<file path="src/hdl/lcdc_pkg.sv">
// lcdc_pkg: opcode patterns, field positions, reset values and blink divisors
// for the lcd command decoder; shared by all design files.
package lcdc_pkg;

    // ------------------------------------------------------------
    // command byte layout
    // ------------------------------------------------------------
    localparam int CONT_BIT = 7;
    localparam logic [1:0] OP_MODE_SET  = 2'h2;   // bits 6:5
    localparam logic [1:0] OP_LOAD_PTR  = 2'h0;   // bits 6:5
    localparam logic [3:0] OP_DEV_SEL   = 4'hc;   // bits 6:3
    localparam logic [4:0] OP_BANK_SEL  = 5'h1e;  // bits 6:2
    localparam logic [3:0] OP_BLINK_SEL = 4'he;   // bits 6:3
    localparam int ENABLE_BIT = 3;
    localparam int BIAS_BIT   = 2;
    localparam int IBANK_BIT  = 1;
    localparam int OBANK_BIT  = 0;
    localparam int ALTB_BIT   = 2;

    // ------------------------------------------------------------
    // drive modes (bits 1:0 of mode-set)
    // ------------------------------------------------------------
    typedef enum logic [1:0] {
        LCDC_MUX4   = 2'h0,
        LCDC_STATIC = 2'h1,
        LCDC_MUX2   = 2'h2,
        LCDC_MUX3   = 2'h3
    } lcdc_mode_t;

    // ------------------------------------------------------------
    // reset values
    // ------------------------------------------------------------
    localparam logic [1:0] RST_MODE   = 2'h0;
    localparam logic       RST_ENABLE = 1'b0;
    localparam logic       RST_BIAS   = 1'b0;
    localparam logic [4:0] RST_PTR    = 5'h00;
    localparam logic [2:0] RST_SUBADR = 3'h0;
    localparam logic [1:0] RST_BLINK  = 2'h0;

    // ------------------------------------------------------------
    // blink toggle divisors of the display clock
    // ------------------------------------------------------------
    localparam int BLINK_DIV1 = 768;
    localparam int BLINK_DIV2 = 1536;
    localparam int BLINK_DIV3 = 3072;

    localparam int RAM_WORDS = 32;

endpackage

</file>
<file path="src/hdl/lcdc_ram.sv">
// lcdc_ram: 32 x 4 display memory with per-bit write enables.
// assumes one clock; read data comes from a register.
`timescale 1ns/1ns
module lcdc_ram
    import lcdc_pkg::*;
(
    input  wire logic       clk,
    input  wire logic       arst_n,
    input  wire logic [4:0] wr_addr,
    input  wire logic [3:0] wr_bits,
    input  wire logic [3:0] wr_mask,
    input  wire logic [4:0] rd_addr,
    output logic      [3:0] rd_data
);
    logic [3:0] mem [RAM_WORDS];

    always_ff @(posedge clk) begin
        for (int b = 0; b < 4; b++) begin
            if (wr_mask[b]) begin
                mem[wr_addr][b] <= wr_bits[b];
            end
        end
    end

    always_ff @(posedge clk or negedge arst_n) begin
        if (!arst_n) begin
            rd_data <= 4'h0;
        end else begin
            rd_data <= mem[rd_addr];
        end
    end
endmodule

</file>
<file path="src/hdl/lcdc_blink.sv">
// lcdc_blink: blink phase generator; counts display clock ticks.
// assumes disp_tick is a one-cycle pulse per display clock period.
`timescale 1ns/1ns
module lcdc_blink
    import lcdc_pkg::*;
(
    input  wire logic       clk,
    input  wire logic       arst_n,
    input  wire logic       disp_tick,
    input  wire logic [1:0] rate,
    output logic            phase_reg
);
    logic [11:0] cnt_reg;
    logic [11:0] limit;
    logic        wrap;

    // toggle every limit + 1 ticks, i.e. once per full divisor
    assign limit = (rate == 2'h1) ? 12'(BLINK_DIV1 - 1) :
                   (rate == 2'h2) ? 12'(BLINK_DIV2 - 1) : 12'(BLINK_DIV3 - 1);
    assign wrap  = disp_tick && (cnt_reg >= limit);

    always_ff @(posedge clk or negedge arst_n) begin
        if (!arst_n) begin
            cnt_reg   <= 12'h000;
            phase_reg <= 1'b0;
        end else if (rate == 2'h0) begin
            cnt_reg   <= 12'h000;
            phase_reg <= 1'b0;
        end else if (wrap) begin
            cnt_reg   <= 12'h000;
            phase_reg <= ~phase_reg;
        end else if (disp_tick) begin
            cnt_reg   <= cnt_reg + 12'h001;
        end
    end
endmodule

</file>
<file path="src/hdl/lcdc_decoder.sv">
// lcdc_decoder: command interpreter of a segment lcd driver. takes the bytes
// that follow the slave address, decodes commands, holds status and stores
// display data.
// assumes an i2c byte layer delivering byte_valid pulses, start_frame at each
// start, and a display clock tick pulse.
//
// Operation
// each post-address byte in command phase is classified by its opcode bits
// bit 7 set means the next byte is also a command
// bit 7 clear makes every later byte of the transfer display data
// bits 6:5 = 10 is mode-set; bit 4 ignored
// mode-set bit 3 blanks (0) or enables (1) the display
// mode-set bit 2 picks 1/3 or 1/2 bias; ignored in static mode
// mode bits 1:0: 01 static, 10 1:2, 11 1:3, 00 1:4
// bits 6:5 = 00 loads the 5-bit data pointer
// bits 6:3 = 1100 loads the 3-bit subaddress counter
// bits 6:2 = 11110 is bank-select: input bank bit 1, output bit 0
// input bank 1 stores into row 2 (static) or rows 2,3 (1:2)
// output bank 1 displays row 2 (static) or rows 2,3 (1:2)
// bank-select does nothing in 1:3 and 1:4 modes
// bits 6:3 = 1110 is blink-select; bits 1:0 give rate
// blink bit 2 picks normal or alternate-bank blinking
// 1:3 and 1:4 modes always blink normally
// decoded commands execute and their settings are held
// data bytes fill display ram in the active mode's order
// store only when subaddress matches pins; pointer advances anyway
// blink rates toggle at display clock over 768, 1536, 3072
// pointer overflow increments the subaddress counter
// unknown command changes nothing but its continuation bit counts
`timescale 1ns/1ns
module lcdc_decoder
    import lcdc_pkg::*;
(
    input  wire logic       clk,
    input  wire logic       arst_n,
    input  wire logic       start_frame,
    input  wire logic       byte_valid,
    input  wire logic [7:0] byte_data,
    input  wire logic [2:0] hw_subaddr,
    input  wire logic       disp_tick,
    input  wire logic [4:0] disp_col,
    input  wire logic [1:0] disp_row,
    output lcdc_mode_t      drive_mode,
    output logic            display_enable,
    output logic            half_bias,
    output logic [4:0]      data_pointer,
    output logic [2:0]      subaddr_count,
    output logic            in_bank,
    output logic            out_bank,
    output logic [1:0]      blink_rate_field,
    output logic            alt_bank_blink_flag,
    output logic            blink_blank,
    output logic            seg_bit,
    output logic            cmd_phase,
    output logic            data_stored
);
    // ------------------------------------------------------------
    // phase state
    // ------------------------------------------------------------
    typedef enum logic [1:0] {
        LCDC_CMD  = 2'b01,
        LCDC_DATA = 2'b10
    } lcdc_phase_t;

    lcdc_phase_t phase_reg;
    lcdc_phase_t phase_next;
    lcdc_mode_t  mode_reg;
    logic        enable_reg, bias_reg, ibank_reg, obank_reg, altb_reg, stored_reg;
    logic [4:0]  ptr_reg;
    logic [2:0]  sub_reg;
    logic [1:0]  rate_reg;
    logic [1:0]  bit_idx_reg;
    logic        blink_phase;

    // ------------------------------------------------------------
    // command decode
    // ------------------------------------------------------------
    wire is_cmd     = byte_valid && (phase_reg == LCDC_CMD);
    wire is_data    = byte_valid && (phase_reg == LCDC_DATA);
    wire hit_mode   = is_cmd && byte_data[6:5] == OP_MODE_SET;
    wire hit_ptr    = is_cmd && byte_data[6:5] == OP_LOAD_PTR;
    wire hit_dev    = is_cmd && byte_data[6:3] == OP_DEV_SEL;
    wire hit_bank   = is_cmd && byte_data[6:2] == OP_BANK_SEL;
    wire hit_blink  = is_cmd && byte_data[6:3] == OP_BLINK_SEL;
    wire bank_mode  = (mode_reg == LCDC_STATIC) || (mode_reg == LCDC_MUX2);
    wire bank_apply = hit_bank && bank_mode;

    // bits per byte: static 8 cols x1, 1:2 4x2, 1:3 3x3 (rewrite order), 1:4 2x4
    wire [1:0] rows_m1 = (mode_reg == LCDC_STATIC) ? 2'h0 :
                         (mode_reg == LCDC_MUX2)   ? 2'h1 :
                         (mode_reg == LCDC_MUX3)   ? 2'h2 : 2'h3;
    wire [2:0] cols    = (mode_reg == LCDC_STATIC) ? 3'h0 :          // 0 means 8
                         (mode_reg == LCDC_MUX2)   ? 3'h4 :
                         (mode_reg == LCDC_MUX3)   ? 3'h3 : 3'h2;

    always_comb begin
        phase_next = phase_reg;
        if (start_frame) begin
            phase_next = LCDC_CMD;
        end else if (is_cmd && !byte_data[CONT_BIT]) begin
            phase_next = LCDC_DATA;
        end
    end

    // ------------------------------------------------------------
    // ram fill: one byte expands into column words, msb first
    // ------------------------------------------------------------
    logic [3:0] wr_bits, wr_mask;
    logic [3:0] ram_rd;
    wire  [1:0] row_base = (bank_mode && ibank_reg) ? 2'h2 : 2'h0;
    wire        sub_hit  = (sub_reg == hw_subaddr);
    logic       fill_busy_reg;
    logic [2:0] fill_col_reg, fill_left_reg;
    logic [7:0] fill_byte_reg;
    wire  [2:0] n_cols = (cols == 3'h0) ? 3'h0 : cols;

    // in 1:3 the last column of a byte runs out of bits: its row 2 is left alone
    always_comb begin
        int src;
        src     = 0;
        wr_bits = 4'h0;
        wr_mask = 4'h0;
        for (int r = 0; r < 4; r++) begin
            src = 7 - int'(fill_col_reg) * (int'(rows_m1) + 1) - r;
            if (2'(r) <= rows_m1 && src >= 0) begin
                wr_bits[2'(r) + row_base] = fill_byte_reg[3'(src)];
                wr_mask[2'(r) + row_base] = sub_hit;
            end
        end
    end

    wire step     = fill_busy_reg;
    wire ptr_wrap = step && (ptr_reg == 5'h1f);

    always_ff @(posedge clk or negedge arst_n) begin
        if (!arst_n) begin
            phase_reg     <= LCDC_CMD;
            mode_reg      <= lcdc_mode_t'(RST_MODE);
            enable_reg    <= RST_ENABLE;
            bias_reg      <= RST_BIAS;
            ptr_reg       <= RST_PTR;
            sub_reg       <= RST_SUBADR;
            ibank_reg     <= 1'b0;
            obank_reg     <= 1'b0;
            rate_reg      <= RST_BLINK;
            altb_reg      <= 1'b0;
            fill_busy_reg <= 1'b0;
            fill_col_reg  <= 3'h0;
            fill_left_reg <= 3'h0;
            fill_byte_reg <= 8'h00;
            stored_reg    <= 1'b0;
        end else begin
            phase_reg  <= phase_next;
            stored_reg <= step && sub_hit;
            if (hit_mode) begin
                enable_reg <= byte_data[ENABLE_BIT];
                bias_reg   <= byte_data[BIAS_BIT];
                mode_reg   <= lcdc_mode_t'(byte_data[1:0]);
            end
            if (bank_apply) begin
                ibank_reg <= byte_data[IBANK_BIT];
                obank_reg <= byte_data[OBANK_BIT];
            end
            if (hit_blink) begin
                rate_reg <= byte_data[1:0];
                altb_reg <= byte_data[ALTB_BIT];
            end
            if (hit_ptr) begin
                ptr_reg <= byte_data[4:0];
            end else if (step) begin
                ptr_reg <= ptr_reg + 5'h01;
            end
            if (hit_dev) begin
                sub_reg <= byte_data[2:0];
            end else if (ptr_wrap) begin
                sub_reg <= sub_reg + 3'h1;
            end
            if (is_data && !fill_busy_reg) begin
                fill_busy_reg <= 1'b1;
                fill_byte_reg <= byte_data;
                fill_col_reg  <= 3'h0;
                fill_left_reg <= n_cols - 3'h1;
            end else if (step) begin
                fill_col_reg  <= fill_col_reg + 3'h1;
                fill_left_reg <= fill_left_reg - 3'h1;
                fill_busy_reg <= (fill_left_reg != 3'h0);
            end
        end
    end

    lcdc_ram u_ram (
        .clk     (clk),
        .arst_n  (arst_n),
        .wr_addr (ptr_reg),
        .wr_bits (wr_bits),
        .wr_mask (step ? wr_mask : 4'h0),
        .rd_addr (disp_col),
        .rd_data (ram_rd)
    );

    // ------------------------------------------------------------
    // output bank and blinking
    // ------------------------------------------------------------
    lcdc_blink u_blink (
        .clk       (clk),
        .arst_n    (arst_n),
        .disp_tick (disp_tick),
        .rate      (rate_reg),
        .phase_reg (blink_phase)
    );

    // alternate-bank blinking only where a spare bank exists
    wire use_alt  = altb_reg && bank_mode;
    wire show_alt = obank_reg ^ (use_alt && blink_phase);
    wire [1:0] rd_row = bank_mode && show_alt ? disp_row + 2'h2 : disp_row;
    logic seg_reg;

    always_ff @(posedge clk or negedge arst_n) begin
        if (!arst_n) begin
            seg_reg <= 1'b0;
        end else begin
            seg_reg <= ram_rd[rd_row];
        end
    end

    assign drive_mode          = mode_reg;
    assign display_enable      = enable_reg;
    // bias is meaningless in static drive
    assign half_bias           = (mode_reg == LCDC_STATIC) ? 1'b0 : bias_reg;
    assign data_pointer        = ptr_reg;
    assign subaddr_count       = sub_reg;
    assign in_bank             = ibank_reg;
    assign out_bank            = obank_reg;
    assign blink_rate_field    = rate_reg;
    assign alt_bank_blink_flag = altb_reg;
    assign blink_blank         = !use_alt && blink_phase;
    assign seg_bit             = seg_reg;
    assign cmd_phase           = (phase_reg == LCDC_CMD);
    assign data_stored         = stored_reg;

    // ------------------------------------------------------------
    // assertions
    // ------------------------------------------------------------
    property p_last_cmd;
        @(posedge clk) disable iff (!arst_n)
        is_cmd && !byte_data[7] && !start_frame |=> !cmd_phase;
    endproperty
    a_last_cmd: assert property (p_last_cmd) else $error("no data phase");

    property p_cont;
        @(posedge clk) disable iff (!arst_n)
        is_cmd && byte_data[7] |=> cmd_phase;
    endproperty
    a_cont: assert property (p_cont) else $error("left command phase");

    property p_mode;
        @(posedge clk) disable iff (!arst_n)
        hit_mode |=> drive_mode == $past(byte_data[1:0]) && display_enable == $past(byte_data[3]);
    endproperty
    a_mode: assert property (p_mode) else $error("mode-set lost");

    property p_ptr;
        @(posedge clk) disable iff (!arst_n)
        hit_ptr |=> data_pointer == $past(byte_data[4:0]);
    endproperty
    a_ptr: assert property (p_ptr) else $error("pointer not loaded");

    property p_dev;
        @(posedge clk) disable iff (!arst_n)
        hit_dev |=> subaddr_count == $past(byte_data[2:0]);
    endproperty
    a_dev: assert property (p_dev) else $error("subaddress not loaded");

    property p_bank_ignored;
        @(posedge clk) disable iff (!arst_n)
        hit_bank && !bank_mode |=> $stable(in_bank) && $stable(out_bank);
    endproperty
    a_bank_ignored: assert property (p_bank_ignored) else $error("bank changed");

    property p_wrap;
        @(posedge clk) disable iff (!arst_n)
        ptr_wrap && !hit_dev |=> subaddr_count == $past(subaddr_count) + 3'h1;
    endproperty
    a_wrap: assert property (p_wrap) else $error("no subaddress carry");

    property p_advance;
        @(posedge clk) disable iff (!arst_n)
        step && !hit_ptr |=> data_pointer == $past(data_pointer) + 5'h01;
    endproperty
    a_advance: assert property (p_advance) else $error("pointer stuck");

    property p_mux3_gap;
        @(posedge clk) disable iff (!arst_n)
        step && mode_reg == LCDC_MUX3 && fill_col_reg == 3'h2 |-> !wr_mask[2];
    endproperty
    a_mux3_gap: assert property (p_mux3_gap) else $error("1:3 spare bit written");

    property p_in_bank;
        @(posedge clk) disable iff (!arst_n)
        step && bank_mode && ibank_reg |-> wr_mask[1:0] == 2'b00;
    endproperty
    a_in_bank: assert property (p_in_bank) else $error("input bank ignored");

    c_mode:  cover property (@(posedge clk) hit_mode);
    c_data:  cover property (@(posedge clk) step && sub_hit);
    c_blink: cover property (@(posedge clk) hit_blink ##1 !cmd_phase);
    c_alt:   cover property (@(posedge clk) use_alt && blink_phase);
endmodule

</file>
<file path="config.mk">
export PLATFORM = sky130hd
export DESIGN_NAME = lcdc_decoder
export DESIGN_NICKNAME = d
export VERILOG_FILES = /design/src/hdl/lcdc_pkg.sv /design/src/hdl/lcdc_ram.sv /design/src/hdl/lcdc_blink.sv /design/src/hdl/lcdc_decoder.sv
export SDC_FILE = /design/constraint.sdc
export NUM_CORES = 1
export LEC_CHECK = 0
export ABC_AREA = 1
export BUFFER_PORTS_ARGS = -buffer_cell sky130_fd_sc_hd__buf_4
export CAP_MARGIN = 10
export CORE_ASPECT_RATIO = 0.75
export CORE_MARGIN = 4
export CORE_UTILIZATION = 23
export CTS_BUF_LIST = sky130_fd_sc_hd__clkbuf_4
export CTS_CLUSTER_DIAMETER = 50
export CTS_CLUSTER_SIZE = 24
export DETAILED_ROUTE_END_ITERATION = 10
export PLACE_DENSITY = 0.36
export SLEW_MARGIN = 20
export SYNTH_ARGS = -nofsm -noshare
export SYNTH_HDL_FRONTEND = slang
export SYNTH_SLANG_ARGS = --single-unit
</file>
<file path="constraint.sdc">
create_clock -name clk -period 6.29 [get_ports clk]
set_input_delay 0.3145 -clock clk [delete_from_list [all_inputs] [get_ports clk]]
set_output_delay 0.3145 -clock clk [all_outputs]
set_load 0.005 [all_outputs]
</file>
==> flow_summary.json <==
{
  "hold_viol": 0,
  "cts_root_buf": "clkbuf_4",
  "place_worst_setup_slack_ps": 2084,
  "max_freq_mhz": 239.8,
  "drive_gt1_share_pct": 8.528,
  "power_per_cell_area_nw_per_um2": 380.5,
  "ctsHoldBuffers": 11,
  "synth_edf_count": 128,
  "final-setup-viol-count": 0,
  "yosys-top-cells-area": "edfxtp_1 41%, dfrtp_1 14%, nand2_1 12%",
  "worst_slack_ps": 2119,
  "portBuffers": 43,
  "drt-initial-drc-count": 490,
  "postCtsSetupBuffers": 0,
  "met2_usage_pct": 18.40,
  "ys_seq_area_share_pct": 54.97,
  "vdd_drop_max_mv": 0.2191,
  "fin_nets": 1160,
  "period_share_pct": 66.31,
  "gr-usage-met3_pct": 3.025,
  "die_h_um": 183.1,
  "clk_latency_ps": 620,
  "antenna_found_initial": 1,
  "critPathCaptureType": "flop",
  "fin_skew_ps": 31.33,
  "synth.net_count": 1128,
  "fillCellCount": 4366,
  "crit_required_ps": 6420,
  "viasPerCell": 4.341,
  "first_global_vias": 7042,
  "yosys-top-cells-count": "291 x nand2_1, 184 x nor2_1, 128 x edfxtp_1",
  "cts-resized-gates": 0,
  "holdPathStages": 4,
  "arrival_ps": 4300,
  "slew_headroom_pct": 29.00,
  "htree_levels": 4,
  "ys_types": 39,
  "use_met1_pct": 20.51,
  "p_leak_nw": 4.143,
  "post-synth-top-area-cell": "edfxtp_1",
  "clock_sinks": 181,
  "stdcell_area_um2": 10590,
  "synth-seq-cells": 181,
  "r2r_slack_ps": 2120,
  "synth_ff_type": "edfxtp_1",
  "cts_tree": "built",
  "rr_worst_depth": 18,
  "drt_pass1_iterations": 4,
  "avgRoutedWirePerCell_um": 17.37,
  "startpoint_type": "flop",
  "synth_most_common_cell": "nand2_1",
  "largest_reg_flops": 128,
  "num_io_pins": 44,
  "routed_wl_um": 28410,
  "vias": 7097,
  "numCtsBuffers": 17,
  "netlist_area_um2": 9407,
  "synth_top_cell_area_share_pct": 40.86,
  "dieArea_um2": 44230,
  "hold_path.startpoint": "hw_subaddr[0]",
  "rows": 63,
  "avgSynthCellArea_um2": 8.799,
  "core_area_um2": 39960,
  "drv_slew": 0,
  "synthToLayoutAreaGrowth_pct": 12.53,
  "ys_async_sr_fraction_pct": 29.28,
  "drv_cap": 0,
  "tns_ps": 0,
  "grt_setup_unrepaired": "no",
  "grt_busiest_layer": "met1",
  "synth_cells": 1069,
  "rr_startpoint": "drive_mode[1]$_DFFE_PN0P_",
  "ant_nets": 0,
  "finalPower_w": 0.004028,
  "r2r-end": "u_ram.mem[11][3]$_DFFE_PP_",
  "grt-ovfl-total": 0,
  "cts_buffer_depth": 2,
  "gp_congestion": 0.7305,
  "min_to": "data_stored$_DFF_PN0_",
  "placed_area_um2": 10160,
  "hp-class": "primary input to flop",
  "hpwl_um": 18970,
  "initial_core_util_pct": 23.54,
  "path_clk_slew_ps": 180,
  "cp_max_fo": 32,
  "criticalPathCategory": "flop to flop",
  "grt_pass1_wl_um": 44340,
  "status": "complete, no violations",
  "remaining_drc_errors": 0,
  "period_needed_ps": 4171,
  "tightest_slew_ps": 1062,
  "track_usage_pct": 13.16,
  "ys_warn_count": 0,
  "grt_max_degree": 66,
  "die_w_um": 241.5
}
==> stage by stage <==
step,std cells,hold WS [ps],util (%)
finish,1635,70.42,26.49
global route,1635,18.82,26.49
CTS,1634,14.05,26.47
detailed placement,1591,426.9,25.41
global placement,1591,428.9,25.41
floorplan,1069,18.91,-
==> how the worst max path moves through the flow <==
stage | start | cells after the start | end
finish | drive_mode[1]$_DFFE_PN0P_ | 18 | u_ram.mem[11][3]$_DFFE_PP_
global route | drive_mode[1]$_DFFE_PN0P_ | 18 | u_ram.mem[11][3]$_DFFE_PP_
CTS | drive_mode[1]$_DFFE_PN0P_ | 18 | u_ram.mem[27][1]$_DFFE_PP_
detailed placement | drive_mode[1]$_DFFE_PN0P_ | 18 | u_ram.mem[3][1]$_DFFE_PP_
global placement | drive_mode[1]$_DFFE_PN0P_ | 18 | u_ram.mem[7][3]$_DFFE_PP_
floorplan | drive_mode[0]$_DFFE_PN0P_ | 14 | u_ram.mem[0][0]$_DFFE_PP_
==> cells in the final DEF, fill, tap and decap left out, types with 31 or more instances in the layout <==
cell      count
nand2_1     290
nor2_1      183
edfxtp_1    128
nand3_1     119
inv_1        75
dfrtp_1      52
buf_4        48
a21oi_1      39
ha_1         34
o21ai_0      31
==> cell type report <==
class	instances	area (um^2)	share of cell area, %
Timing Repair Buffer	59	470.5	4.444
Antenna cell	1	2.502	0.02364
Inverter	79	296.5	2.801
Multi-Input combinational cell	763	3680	34.76
Clock buffer	17	127.6	1.206
Clock inverter	15	186.4	1.761
Tap cell	520	650.6	6.147
Sequential cell	181	5171	48.85
==> critical path, stage by stage, from the launching register on <==
cell     delay, ps
dfrtp_1        490
inv_1          130
ha_1           270
o21ai_0        220
fa_1           470
inv_1          120
ha_1           200
inv_1           60
fa_1           380
inv_1           90
nand2_1         50
nand2_1         70
nand2_2         90
nor2_1         130
nand3_1        130
nand2_1         90
inv_1           50
nand3_1         80
nand2_1        570
==> cells by family after synthesis <==
kind of cell	after synthesis	synth area share (%)
AOI/OAI and AO/OA	94	5.693
DFF	181	54.97
adders and majority gates	36	4.948
buffers and inverters	125	5.959
and+or+nand+nor	617	26.90
muxes	2	0.2261
xor gates and xnor gates	14	1.304
==> power by group <==
part / total, W / internal (W) / switching, W
sequential: 0.00174 / 0.00164 / 0.0000989
clock: 0.000755 / 0.000256 / 0.000499
combinational: 0.00154 / 0.000437 / 0.00110
total: 0.00403 / 0.00233 / 0.00170
==> per-layer routing <==
layer,vias to the layer above,part of all wire (%)
met5,-,0
met2,69,40
met4,0,0.92
li1,3586,-
met3,13,3.9
met1,3429,56
Note: power is estimated with default switching activity, not from simulation.
